<file path="src/hw/sps_defines.vh">
`ifndef SPS_DEFINES_VH
`define SPS_DEFINES_VH

// number of general port pins handled by the block
`define SPS_NPINS 8
// index of the clock-capable pin
`define SPS_CLK_PIN 6
// reset value of every latched direction, data and pull-up bit
`define SPS_PIN_RST 8'h00
// processing state codes, one-hot
`define SPS_ST_RESET 4'h1
`define SPS_ST_HWSTBY 4'h2
`define SPS_ST_SWSTBY 4'h4
`define SPS_ST_RUN 4'h8
// reset-to-standby lead for ram retention, in system clock cycles
`define SPS_RAM_LEAD_CYC 4'hA
// reset-before-standby-release lead, in ns, and as cycles (rounded up)
`define SPS_REC_LEAD_NS 100
`define SPS_CLK_NS 50
`define SPS_REC_LEAD_CYC ((`SPS_REC_LEAD_NS + `SPS_CLK_NS - 1) / `SPS_CLK_NS)

`endif

</file>
<file path="src/hw/sps_standby_pin_ctrl.v">
`include "sps_defines.vh"
`default_nettype none

module sps_standby_pin_ctrl (
  input wire core_clk_in,
  input wire nrst_in,
  input wire reset_n_in,
  input wire hw_standby_n_in,
  input wire sw_standby_req_in,
  input wire ram_enable_bit_in,
  input wire [7:0] pin_dir_in,
  input wire [7:0] pin_output_value_in,
  input wire [7:0] pullup_control_bit_in,
  input wire [7:0] periph_sel_in,
  input wire [7:0] periph_oe_in,
  input wire [7:0] periph_out_in,
  output reg [7:0] pin_out_out,
  output reg [7:0] pin_oe_out,
  output reg [7:0] pin_pullup_out,
  output reg [3:0] proc_state_out,
  output reg ram_retain_out
);

  localparam ST_RESET = `SPS_ST_RESET;
  localparam ST_HWSTBY = `SPS_ST_HWSTBY;
  localparam ST_SWSTBY = `SPS_ST_SWSTBY;
  localparam ST_RUN = `SPS_ST_RUN;

  reg [1:0] rst_sync_reg;
  reg [1:0] standby_sync_reg;
  reg [3:0] state_reg;
  reg [3:0] state_next;
  reg [3:0] lead_cnt_reg;
  reg [7:0] hold_out_reg;
  reg [7:0] hold_oe_reg;
  reg [7:0] pin_out_next;
  reg [7:0] pin_oe_next;
  reg [7:0] pin_pullup_next;
  reg ram_retain_next;
  wire rst_act;
  wire standby_act;
  wire sw_entry;
  wire lead_met;
  // port view while running, per pin
  wire [7:0] run_oe;
  wire [7:0] run_out;
  wire [7:0] run_pull;
  // frozen port view used in software standby
  wire [7:0] frz_oe;
  wire [7:0] frz_out;
  genvar gi;

  // a state is entered on this edge when it is next but not yet current;
  // both entry points must see the same decision, hence one decoder
  function entering;
    input [3:0] cur_st;
    input [3:0] nxt_st;
    input [3:0] target_st;
    begin
      entering = (nxt_st == target_st) && (cur_st != target_st);
    end
  endfunction

  // the reset pin is asynchronous to the core clock, so it passes two
  // flops; only the second flop of the chain is ever read
  always @(posedge core_clk_in or negedge nrst_in) begin
    if (!nrst_in) begin
      rst_sync_reg <= 2'h0;
    end else begin
      rst_sync_reg <= {rst_sync_reg[0], reset_n_in};
    end
  end

  // the standby chain resets to released, so leaving reset never passes
  // through a false hardware standby; a pin really low shows two edges on
  always @(posedge core_clk_in or negedge nrst_in) begin
    if (!nrst_in) begin
      standby_sync_reg <= 2'h3;
    end else begin
      standby_sync_reg <= {standby_sync_reg[0], hw_standby_n_in};
    end
  end

  assign rst_act = ~rst_sync_reg[1];
  assign standby_act = ~standby_sync_reg[1];

  // the software standby capture edge, shared by the hold registers and
  // the output mux so that both see the same port bits
  assign sw_entry = entering(state_reg, state_next, ST_SWSTBY);

  // the ram lead is met once the counter has saturated; it only counts
  // while the synchronised reset is low, so a glitch restarts it
  assign lead_met = (lead_cnt_reg == `SPS_RAM_LEAD_CYC);

  // per-pin port logic: while running, a peripheral that owns a pin
  // drives it and otherwise the direction and data bits do; pull-ups
  // only make sense on pins that are not driven by the port
  generate
    for (gi = 0; gi < `SPS_NPINS; gi = gi + 1) begin : g_pin
      assign run_oe[gi] = periph_sel_in[gi] ? periph_oe_in[gi] :
        pin_dir_in[gi];
      assign run_out[gi] = periph_sel_in[gi] ? periph_out_in[gi] :
        pin_output_value_in[gi];
      assign run_pull[gi] = ~pin_dir_in[gi] & pullup_control_bit_in[gi];
      // on the entry edge the hold copy is not written yet, so the live
      // port bits are used there and the copy on every later edge
      assign frz_oe[gi] = sw_entry ? pin_dir_in[gi] : hold_oe_reg[gi];
      assign frz_out[gi] = sw_entry ? pin_output_value_in[gi] :
        hold_out_reg[gi];
    end
  endgenerate

  // count how long reset has been low, saturating at the ram lead so that
  // a long reset never wraps back below it
  always @(posedge core_clk_in or negedge nrst_in) begin
    if (!nrst_in) begin
      lead_cnt_reg <= 4'h0;
    end else if (!rst_act) begin
      lead_cnt_reg <= 4'h0;
    end else if (!lead_met) begin
      lead_cnt_reg <= lead_cnt_reg + 4'h1;
    end
  end

  // hardware standby overrides everything, then reset, then software;
  // the supervisor's own timing is not policed here, a short reset lead
  // only costs the ram retention flag
  always @* begin
    state_next = state_reg;
    case (state_reg)
      ST_RESET, ST_HWSTBY, ST_SWSTBY, ST_RUN: begin
        if (standby_act)
          state_next = ST_HWSTBY;
        else if (rst_act)
          state_next = ST_RESET;
        else if (state_reg == ST_RUN && sw_standby_req_in)
          state_next = ST_SWSTBY;
        else if (state_reg == ST_SWSTBY && !sw_standby_req_in)
          state_next = ST_RUN;
        else if (state_reg == ST_RESET || state_reg == ST_HWSTBY)
          state_next = ST_RUN;
      end
      default: state_next = ST_RESET;
    endcase
  end

  // ram contents survive only if reset led standby long enough
  always @* begin
    ram_retain_next = ram_retain_out;
    if (entering(state_reg, state_next, ST_HWSTBY))
      ram_retain_next = ram_enable_bit_in && rst_act &&
        lead_met;
    else if (state_next == ST_RUN)
      ram_retain_next = 1'b0;
  end

  // pin drive per state; peripherals only own pins while running
  always @* begin
    pin_out_next = 8'h00;
    pin_oe_next = 8'h00;
    pin_pullup_next = 8'h00;
    case (state_next)
      ST_RUN: begin
        pin_oe_next = run_oe;
        pin_out_next = run_out;
        pin_pullup_next = run_pull;
      end
      ST_SWSTBY: begin
        // peripherals are reset here, so the frozen port value stands
        pin_oe_next = frz_oe;
        pin_out_next = frz_out;
        pin_pullup_next = ~frz_oe & pullup_control_bit_in;
        // the clock pin is parked high when it is an output
        pin_out_next[`SPS_CLK_PIN] = frz_oe[`SPS_CLK_PIN];
      end
      ST_RESET, ST_HWSTBY: begin
        pin_oe_next = 8'h00;
      end
      default: pin_oe_next = 8'h00;
    endcase
  end

  // capture plain port settings on the way into software standby
  always @(posedge core_clk_in or negedge nrst_in) begin
    if (!nrst_in) begin
      hold_out_reg <= `SPS_PIN_RST;
      hold_oe_reg <= `SPS_PIN_RST;
    end else if (sw_entry) begin
      hold_out_reg <= pin_output_value_in;
      hold_oe_reg <= pin_dir_in;
    end
  end

  // registered outputs
  always @(posedge core_clk_in or negedge nrst_in) begin
    if (!nrst_in) begin
      state_reg <= ST_RESET;
      proc_state_out <= ST_RESET;
      pin_out_out <= `SPS_PIN_RST;
      pin_oe_out <= `SPS_PIN_RST;
      pin_pullup_out <= `SPS_PIN_RST;
      ram_retain_out <= 1'b0;
    end else begin
      state_reg <= state_next;
      proc_state_out <= state_next;
      pin_out_out <= pin_out_next;
      pin_oe_out <= pin_oe_next;
      pin_pullup_out <= pin_pullup_next;
      ram_retain_out <= ram_retain_next;
    end
  end

endmodule

`default_nettype wire

</file>
<file path="config.mk">
export PLATFORM = sky130hd
export DESIGN_NAME = sps_standby_pin_ctrl
export DESIGN_NICKNAME = d
export VERILOG_FILES = /design/src/hw/sps_standby_pin_ctrl.v
export VERILOG_INCLUDE_DIRS = /design/src /design/src/hw
export SDC_FILE = /design/constraint.sdc
export NUM_CORES = 1
export LEC_CHECK = 0
export BUFFER_PORTS_ARGS = -buffer_cell sky130_fd_sc_hd__buf_2
export CAP_MARGIN = 10
export CORE_MARGIN = 5
export CORE_UTILIZATION = 35
export CTS_BUF_LIST = sky130_fd_sc_hd__clkbuf_16
export DETAILED_ROUTE_END_ITERATION = 8
export GPL_ROUTABILITY_DRIVEN = 0
export GPL_TIMING_DRIVEN = 0
export HOLD_SLACK_MARGIN = 0.03
export SLEW_MARGIN = 25
export SYNTH_ARGS = -nofsm -noshare
export SYNTH_HDL_FRONTEND = slang
export SYNTH_SLANG_ARGS = --single-unit
export TNS_END_PERCENT = 5
</file>
<file path="constraint.sdc">
create_clock -name core_clk_in -period 2.6 [get_ports core_clk_in]
set_input_delay 0.26 -clock core_clk_in [delete_from_list [all_inputs] [get_ports core_clk_in]]
set_output_delay 0.26 -clock core_clk_in [all_outputs]
set_load 0.01 [all_outputs]
</file>
==> results.md, run 1 <==
* Sw Share at a little under a third
* Max cap viols at 0
* Setup crit end kind: flip-flop
* Post-cts gate resize count at 0
* Antenna-violating nets left at 0
* Max Root-Sink Buffers at 2
* Hold WS at 5.631 ps
* Drt pass-1 iters at 4
* Most used cell, CP: o21ai_0
* H-tree Lvls at 2
* Int Power at around 1500 uW
* Number of flops mapped to enable cells by yosys at 0
* Pwr Total at 2166 uW
* First-pass GRT wire length at 9239 um
* NetSw at 658.1 uW
* Worst Hold Class: input port to async pin
* Gr ovfl total at 0
* Largest incremental delay on the critical path at 580 ps
* DRC viols at 0
* Global Route Usage Sum at 13.82%
* Core ar. at 0.006459 mm2
* CP Launch Type: flip-flop
* Mapped Cells at 200
* Most frequent cells after synthesis: dfrtp_1, mux2i_1, inv_1
* Ant diodes at 0
* Crit path max fanout at 8
* Crit path depth at 5
* VDD IR max at 0.2710 mV
* Count of cell types in the netlist at 36
* Most common cell in the synthesized netlist: dfrtp_1
* FP Rows at 29
* Clock share of power at between 20% and 30%
* CTS tree: done
* Slew @ Worst Pin at 858.7 ps
* CTS clk-pin slew, worst paths at around 70 ps
* Top cell type's share of synthesized area at 52.16%
* DR vias at 1773
* Sequential-to-total area share from yosys stat at 55.51%
* Initial Util at 36.40%
* Vias per cell at 4.844
* Die width at between 90 and 100 um
* Reg power frac at 47.5%
* Synthesized area at approximately 0.0024 mm2
* Tmin final at 2104 ps
* Area grow syn2layout at 27.51%
* Main flop type after synthesis: dfrtp_1
* Worst path cell trace: nand2b_1, clkbuf_1, o21ai_0, a21oi_1, o21ai_0
* Synthesized area per cell at 11.76 um2
* Share of flip-flops with an asynchronous set or reset at 100.0%
* Post-DP HPWL at 4147 um
* Design area at 0.002998 mm2
* Num Clock Sinks at between 50 and 60
* Max Clk Rate at approximately 480 MHz
* Placed cell count at 359
* RSZ-0062 raised after global routing: false
* Iteration-0 DRC Markers at 70
* Buffers & Inverters on Critical Path at 1
* Logic gate share of total power at 23.5%
* Synthesized Nets at 256
* WS Path Type: flip-flop to flip-flop
* Initial antenna violation count at 0
* Post-Route WL at 5609 um
* Status: finished clean
* YS warnings at 0
* Area of placed instances at 0.002860 mm2
* Arrival time at the worst endpoint at 2230 ps
* Clock skew at 4.310 ps
* Setup bufs post-CTS at 0
* Layout Cells excl Fill at between 300 and 400
* Top Ports at 83
* WL/cell at 15.33 um
* Slowest-stage cell, CP: a21oi_1
* Hold Buf Count CTS at 0
* CP delay by family, top: compound AO/OA/AOI/OAI gates
* Pleak at 0.001629 uW
* Final hold vios at 0
* Number of global-route vias before repair at 1858
* Share of cells above drive strength 1 at 37.72%
* Synth Register Bits at 52
* Reg2reg path depth at 5
* Yosys top cell by area: dfrtp_1
* Num CTS Buffers at 5
* CTS Root Cell: clkbuf_16
* Fin. max-slew vios at 0
* TNS Setup at 0 ps
* Largest net degree at the start of global routing at 53
* Final count of negative-setup-slack endpoints at 0
* Die footprint at 0.008457 mm2
* Slew headroom at 41.97%
* Critical Path RT at 2720 ps
* Clock Latency Late Sink at 280 ps
* Nets at 345
* Power Dens Cells at around 720 mW/mm2
* Top cells by area, synth: dfrtp_1, mux2i_1, o22ai_2
* Final period util at 80.91%
* Fillers at ~630
* Chip height at 91.96 um
* PortBufs at 82
==> per-layer routing <==
metal / wire length, um / vias up / global-route usage [%]
li1: - / 877 / -
met4: 32 / 0 / 4.084
met1: 2406 / 855 / 18.05
met2: 2899 / 39 / 23.05
met3: 270 / 2 / 3.028
met5: 0 / - / 0
==> logic make-up after synthesis <==
group / after synthesis / synth area share [%]
buffers and inverters: 31 / 6.067
multiplexers: 30 / 12.77
AND/OR/NAND/NOR: 45 / 11.55
adder cells (fa/ha/maj): 2 / 1.064
AO/OA/AOI/OAI: 37 / 11.92
flip-flops: 52 / 55.51
XOR/XNOR: 3 / 1.118
==> placed cells by master (no fill, tap or decap), types with 2 or more instances in the layout <==
master | netlist | layout
mux2i_1 | 30 | 30
ha_1 | 2 | 2
clkbuf_1 | 2 | 2
nand3_1 | 8 | 8
or3_1 | 3 | 3
buf_2 | 3 | 84
o32ai_1 | 3 | 3
dfrtp_1 | 49 | 49
o21ai_0 | 13 | 13
nand2b_1 | 2 | 2
nor2_1 | 8 | 8
clkbuf_16 | 0 | 5
dfstp_2 | 3 | 3
nand2_1 | 7 | 7
xor2_1 | 2 | 2
buf_6 | 3 | 3
nand3b_1 | 4 | 4
nor3_1 | 3 | 3
o22ai_2 | 8 | 8
o22ai_1 | 7 | 7
inv_1 | 23 | 23
or4b_1 | 2 | 2
==> power by group through the flow <==
stage                     clock, uW  combinational (uW)  sequential (uW)
after floorplan                   0                 290             1060
after global placement            0                 511             1040
after detailed placement          0                 523             1040
after CTS                       644                 524             1030
after global routing            674                 576             1050
final                           628                 510             1030
==> worst paths after layout <==
| check | startpoint | slack [ps] | endpoint |
|---|---|---|---|
| max | entering.cur_st[3] | 500 | pin_pullup_out[7] |
| min | nrst_in | 6 | rst_sync_reg[0] |
| max reg2reg | entering.cur_st[3] | 500 | pin_pullup_out[7] |
| min reg2reg | standby_sync_reg[0] | 360 | standby_sync_reg[1] |
| max in group asynchronous | nrst_in | 2150 | entering.cur_st[1] |
| min in group core_clk_in | hw_standby_n_in | 70 | standby_sync_reg[0] |
==> cell type report <==
| type | count | area [um2] | area share, % |
|---|---|---|---|
| plain buffers | 8 | 56.30 | 1.878 |
| clock buffers | 5 | 125.1 | 4.174 |
| clock inverters | 2 | 12.51 | 0.4174 |
| inverters | 23 | 86.33 | 2.880 |
| multi-input cells | 117 | 903.4 | 30.13 |
| flip-flops and latches | 52 | 1305 | 43.53 |
| well taps | 77 | 96.34 | 3.214 |
| repair buffers | 82 | 412.9 | 13.77 |
==> metrics by stage <==
step                      worst slack [ps]  util [%]
final                                496.4     46.42
after global routing                 298.3     46.42
after CTS                            435.3     46.42
after detailed placement             455.2     44.29
after global placement               460.6     44.25
after floorplan                      809.4         -
Power figures use the tool's default switching activity.
==> run 2: changes to the inputs <==
- clock period: 2.6 -> 2.2 ns (I/O delays scaled with it)
==> run 2 against run 1 <==
Power rose by 19%. First-iteration DRC count increased by 14%. Clock power up 18%. Via count grew 2.4%. Die area stayed put. Count of clock-buffer cells in the layout is the same. Setup slack lost 360 ps. Global-route usage is the same. Critical endpoint is now pin_out_out[5]. Largest power group unchanged.
==> results.md, run 2 (synthesized netlist as in run 1, its figures left out) <==
* Top Ports at 83
* Crit path depth at 5
* Share of cells above drive strength 1 at between 30% and 40%
* Status: finished clean
* Slowest-stage cell, CP: nor4_4
* DP Worst Slack at 55.16 ps
* Post-Route WL at approximately 5600 um
* Vias per cell at 4.932
* Worst Hold Class: input port to flip-flop
* H-tree Lvls at 2
* Initial antenna violation count at 0
* DRC viols at 0
* Clock Latency Late Sink at 280 ps
* Die width at 91.96 um
* Max cap viols at 0
* Buffers & Inverters on Critical Path at 1
* Largest net degree at the start of global routing at 53
* Setup ws final at 141.2 ps
* Chip height at 91.96 um
* Number of global-route vias before repair at 1871
* Most frequent cells in the layout: buf_2, dfrtp_1, mux2i_1, inv_1, o21ai_0
* Gr ovfl total at 0
* CP Launch Type: flip-flop
* FP Rows at 29
* Critical Path RT at 2370 ps
* DR vias at 1815
* Drt pass-1 iters at 4
* CTS Root Cell: clkbuf_16
* CP delay by family, top: simple AND/OR/NAND/NOR gates
* Crit path max fanout at 10
* Pwr Total at 2570 uW
* Die footprint at 0.008457 mm2
* Ant diodes at 0
* Fin. max-slew vios at 0
* WS Path Type: flip-flop to flip-flop
* Pleak at about 0.0016 uW
* Commonest non-fill, non-tap cell in the layout: buf_2
* Global Route Usage Sum at between 10% and 20%
* Max Clk Rate at roughly 490 MHz
* Power Dens Cells at 850.4 mW/mm2
* Num Clock Sinks at 52
* TNS Setup at 0 ps
* Area grow syn2layout at 28.53%
* Arrival time at the worst endpoint at 2220 ps
* Initial Util at 36.40%
* CTS clk-pin slew, worst paths at 70 ps
* Core ar. at 0.006459 mm2
* Placed cell count at roughly 360
* RSZ-0062 raised after global routing: false
* Nets at between 300 and 400
* Post-DP HPWL at 4147 um
* CTS tree: done
* PortBufs at 82
* WL/cell at around 15 um
* Largest incremental delay on the critical path at slightly above 600 ps
* Final hold vios at 0
* VDD IR max at 0.3198 mV
* Final period util at 93.58%
* Reg2reg path depth at 5
* Num CTS Buffers at 5
* Slew @ Worst Pin at between 800 and 900 ps
* Worst path cell trace: nand2b_4, nor4_4, buf_6, mux2i_1, o22ai_2
* Layout Cells excl Fill at 368
* Antenna-violating nets left at 0
* Tmin final at 2059 ps
* Final count of negative-setup-slack endpoints at 0
* Setup bufs post-CTS at 0
* First-pass GRT wire length at 9259 um
* Slew headroom at 41.97%
* Iteration-0 DRC Markers at 80
* Clock skew at 5.082 ps
* Hold depth at 1
* Max Root-Sink Buffers at 2
* Setup crit end kind: flip-flop
-- run 2: cell types whose count changed in the layout (fill, tap and decap cells not counted) --
cell / before / now
a21oi_1: 1 / 0
dlygate4sd3_1: 0 / 2
a21oi_2: 0 / 1
-- run 2: repair_timing --
item,CTS,global route
setup endpoints to repair,0,8
gates resized for setup,0,1
hold buffers,2,0
hold endpoints to repair,50,0
-- run 2: worst register-to-register path, stage by stage, from the launching register on --
cell,delay [ps]
dfrtp_1,460
nand2b_4,200
nor4_4,620
buf_6,270
mux2i_1,300
o22ai_2,100
-- run 2: final timing paths --
check	slack (ps)	end	start
min in group asynchronous	520	rst_sync_reg[0]	nrst_in
worst min-delay path	50	rst_sync_reg[0]	reset_n_in
worst max register to register	140	pin_out_out[5]	entering.cur_st[2]
max in group asynchronous	1250	entering.cur_st[1]	nrst_in
worst min register to register	350	rst_sync_reg[1]	rst_sync_reg[0]
worst max-delay path	140	pin_out_out[5]	entering.cur_st[2]
-- run 2: through the flow --
stage / utilization [%] / hold slack (ps) / instance area, um2
6_report: 46.78 / 45.39 / 3022
4_1_cts: 46.73 / 39.88 / 3018
3_3_place_gp: 44.25 / 328.9 / 2858
3_5_place_dp: 44.29 / 309.8 / 2860
5_1_grt: 46.78 / 43.11 / 3022
2_1_floorplan: - / -75.59 / 2351
-- run 2: area by class of cell --
type,instances,area [um2]
Multi-Input combinational cell,117,907.1
Clock inverter,2,12.51
Inverter,23,86.33
Sequential cell,52,1305
Tap cell,77,96.34
Timing Repair Buffer,84,432.9
Buffer,8,56.30
Clock buffer,5,125.1
Fill cell,631,3437
-- run 2: per-layer routing --
layer,vias to the layer above,share of wire [%],track usage [%],routed length [um]
met4,0,0.51,4.084,29
li1,884,-,-,-
met3,2,5.4,3.028,304
met2,47,51,23.11,2901
met5,-,0,0,0
met1,882,43,18.00,2403
-- run 2: report_power, final --
part           internal (uW)  total [uW]  switching [uW]
clock network            413         738             324
registers               1130        1220            88.1
logic                    246         616             370
==> run 3: changes to the inputs <==
- CELL_PAD_IN_SITES_DETAIL_PLACEMENT: unset -> 1
- CELL_PAD_IN_SITES_GLOBAL_PLACEMENT: unset -> 1
- PLACE_DENSITY_LB_ADDON: unset -> 0.1
==> run 3 against run 2 <==
Count of clock-buffer cells in the layout stayed put. Register-to-register slack got worse by 20 ps. Clock power grew 2%. Sequential power about the same. Sequential share of layout area decreased by 0.089 points. Largest cell class unchanged. Utilization grew 0.097 points. Via count down 0.28%. Setup slack got worse by 15 ps. Cell area grew 0.21%. Highest routed layer unchanged. Fmax down 0.75%.
==> results.md, run 3 (synthesized netlist as in run 1, its figures left out) <==
* Clock share of power at between 20% and 30%
* H-tree Lvls at 2
* CTS Root Cell: clkbuf_16
* Status: finished clean
* Int Power at 1791 uW
* Most frequent cells in the layout: buf_2, dfrtp_1, mux2i_1, inv_1, o21ai_0
* Sw Share at 31.04%
* WL/cell at 16.10 um
* CTS tree: done
* Drt pass-1 iters at 4
* Num Clock Sinks at 52
* Slew headroom at a little over two fifths
* Worst Hold Class: input port to flip-flop
* Logic gate share of total power at 23.9%
* Commonest non-fill, non-tap cell in the layout: buf_2
* PortBufs at 82
* Max cap viols at 0
* Number of global-route vias before repair at between 1500 and 2000
* Initial Util at a little over a third
* Final period util at 94.28%
* Iteration-0 DRC Markers at 70
* Slack of the worst reg-to-reg path at roughly 130 ps
* Max Clk Rate at 482.1 MHz
* Top Ports at 83
* Crit path max fanout at 10
* VDD IR max at 0.2787 mV
* Setup crit end kind: flip-flop
* Setup bufs post-CTS at 0
* Nets at 347
* Share of cells above drive strength 1 at 38.01%
* Chip height at ~90 um
* Placed cell count at 359
* Layout Cells excl Fill at 369
* FP Rows at 29
* Clock skew at just over 6 ps
* Ant diodes at 0
* Fillers at 728
* WS Path Type: flip-flop to flip-flop
* TNS Setup at 0 ps
* RSZ-0062 raised after global routing: true
* Design area at 0.003028 mm2
* Die width at 91.96 um
* Fin util at a little under half
* First-pass GRT wire length at ~10000 um
* R2r startpoint: entering.cur_st[2]
* DRC viols at 0
* Critical Path RT at 2360 ps
* Gr ovfl total at 0
* Crit. Startpoint: entering.cur_st[2]
* Arrival time at the worst endpoint at 2240 ps
* Pwr Total at 2597 uW
* Met3 routed WL at 316 um
* Final count of negative-setup-slack endpoints at 0
* Setup crit end: pin_out_out[4]
* Reg power frac at 47.1%
* Pleak at 0.001641 uW
* NetSw at 805.9 uW
* Initial antenna violation count at 0
* Max Root-Sink Buffers at 2
* Slew @ Worst Pin at 857.5 ps
* Tmin final at 2074 ps
* DR top layer: met4
* Final hold vios at 0
* CP Launch Type: flip-flop
* Clock Latency Late Sink at 290 ps
* Antenna-violating nets left at 0
* DR vias at between 1500 and 2000
* Met2 Wirelength at 2818 um
* WL met1 at 2784 um
* FF-to-FF End: pin_out_out[4]
* Area grow syn2layout at 28.79%
* Largest net degree at the start of global routing at 53
* Power Dens Cells at ~860 mW/mm2
* Fin. max-slew vios at 0
* Reg2reg path depth at 5
* Die footprint at 0.008457 mm2
* Vias per cell at around 4.9
* Num CTS Buffers at 5
* Core ar. at 0.006459 mm2
* CTS clk-pin slew, worst paths at approximately 70 ps
* Post-Route WL at 5940 um
* Global Route Usage Sum at 14.71%
* Area of placed instances at approximately 0.0029 mm2
* Post-DP HPWL at between 4000 and 5000 um
## run 3: changes by cell type in the layout (fill, tap and decap cells not counted), sizes merged
cell | previous run | this run
clkinv | 2 | 1
inv | 23 | 24
clkinvlp | 0 | 1
## run 3: routing by layer
layer  track usage [%]  up-vias
met5                 0        -
met4             2.228        0
met3             3.764        2
met2             24.03       51
met1             20.18      878
li1                  -      879
## run 3: stage by stage
step	worst slack (ps)	hold slack, ps
detailed placement	54.73	303.7
finish	125.8	40.51
floorplan	409.4	-75.59
global route	-30.06	36.11
CTS	43.84	34.07
global placement	91.63	326.1
## run 3: power by group through the flow
| stage | sequential (uW) | clock (uW) | combinational, uW |
|---|---|---|---|
| final | 1220 | 754 | 620 |
| after global routing | 1250 | 821 | 705 |
| after CTS | 1220 | 778 | 628 |
| after detailed placement | 1240 | 0 | 623 |
| after global placement | 1230 | 0 | 608 |
| after floorplan | 1250 | 0 | 343 |
## run 3: final cells by class
type | count | area, um2 | area share, %
inverter | 23 | 86.33 | 2.851
timing repair buffer | 84 | 432.9 | 14.30
buffer | 8 | 56.30 | 1.860
sequential | 52 | 1305 | 43.10
multi-input combinational | 117 | 910.9 | 30.08
clock inverter | 3 | 15.01 | 0.4959
clock buffer | 5 | 125.1 | 4.132
tap | 77 | 96.34 | 3.182
## run 3: how the worst min path moves through the flow
| stage | startpoint | to | slack, ps | cells past startpoint |
|---|---|---|---|---|
| 3_3_place_gp | hw_standby_n_in | standby_sync_reg[0] | 330 | 1 |
| 3_5_place_dp | nrst_in | pin_oe_out[7] | 300 | 1 |
| 4_1_cts | reset_n_in | rst_sync_reg[0] | 30 | 1 |
| 6_report | reset_n_in | rst_sync_reg[0] | 40 | 1 |
| 2_1_floorplan | nrst_in | entering.cur_st[1] | -80 | 0 |
| 5_1_grt | reset_n_in | rst_sync_reg[0] | 40 | 1 |
## run 3: timing repair
item,CTS,global route
endpoints found under the hold margin,50,0
hold buffers,2,0
endpoints found under the setup margin,0,14
gates resized for setup,0,2
## run 3: worst max-delay path, cell delays in order (launching register included)
cell and delay [ps]:
dfrtp_1 460, nand2b_4 200, nor4_4 630, buf_6 270, mux2i_2 280, o22ai_2 110
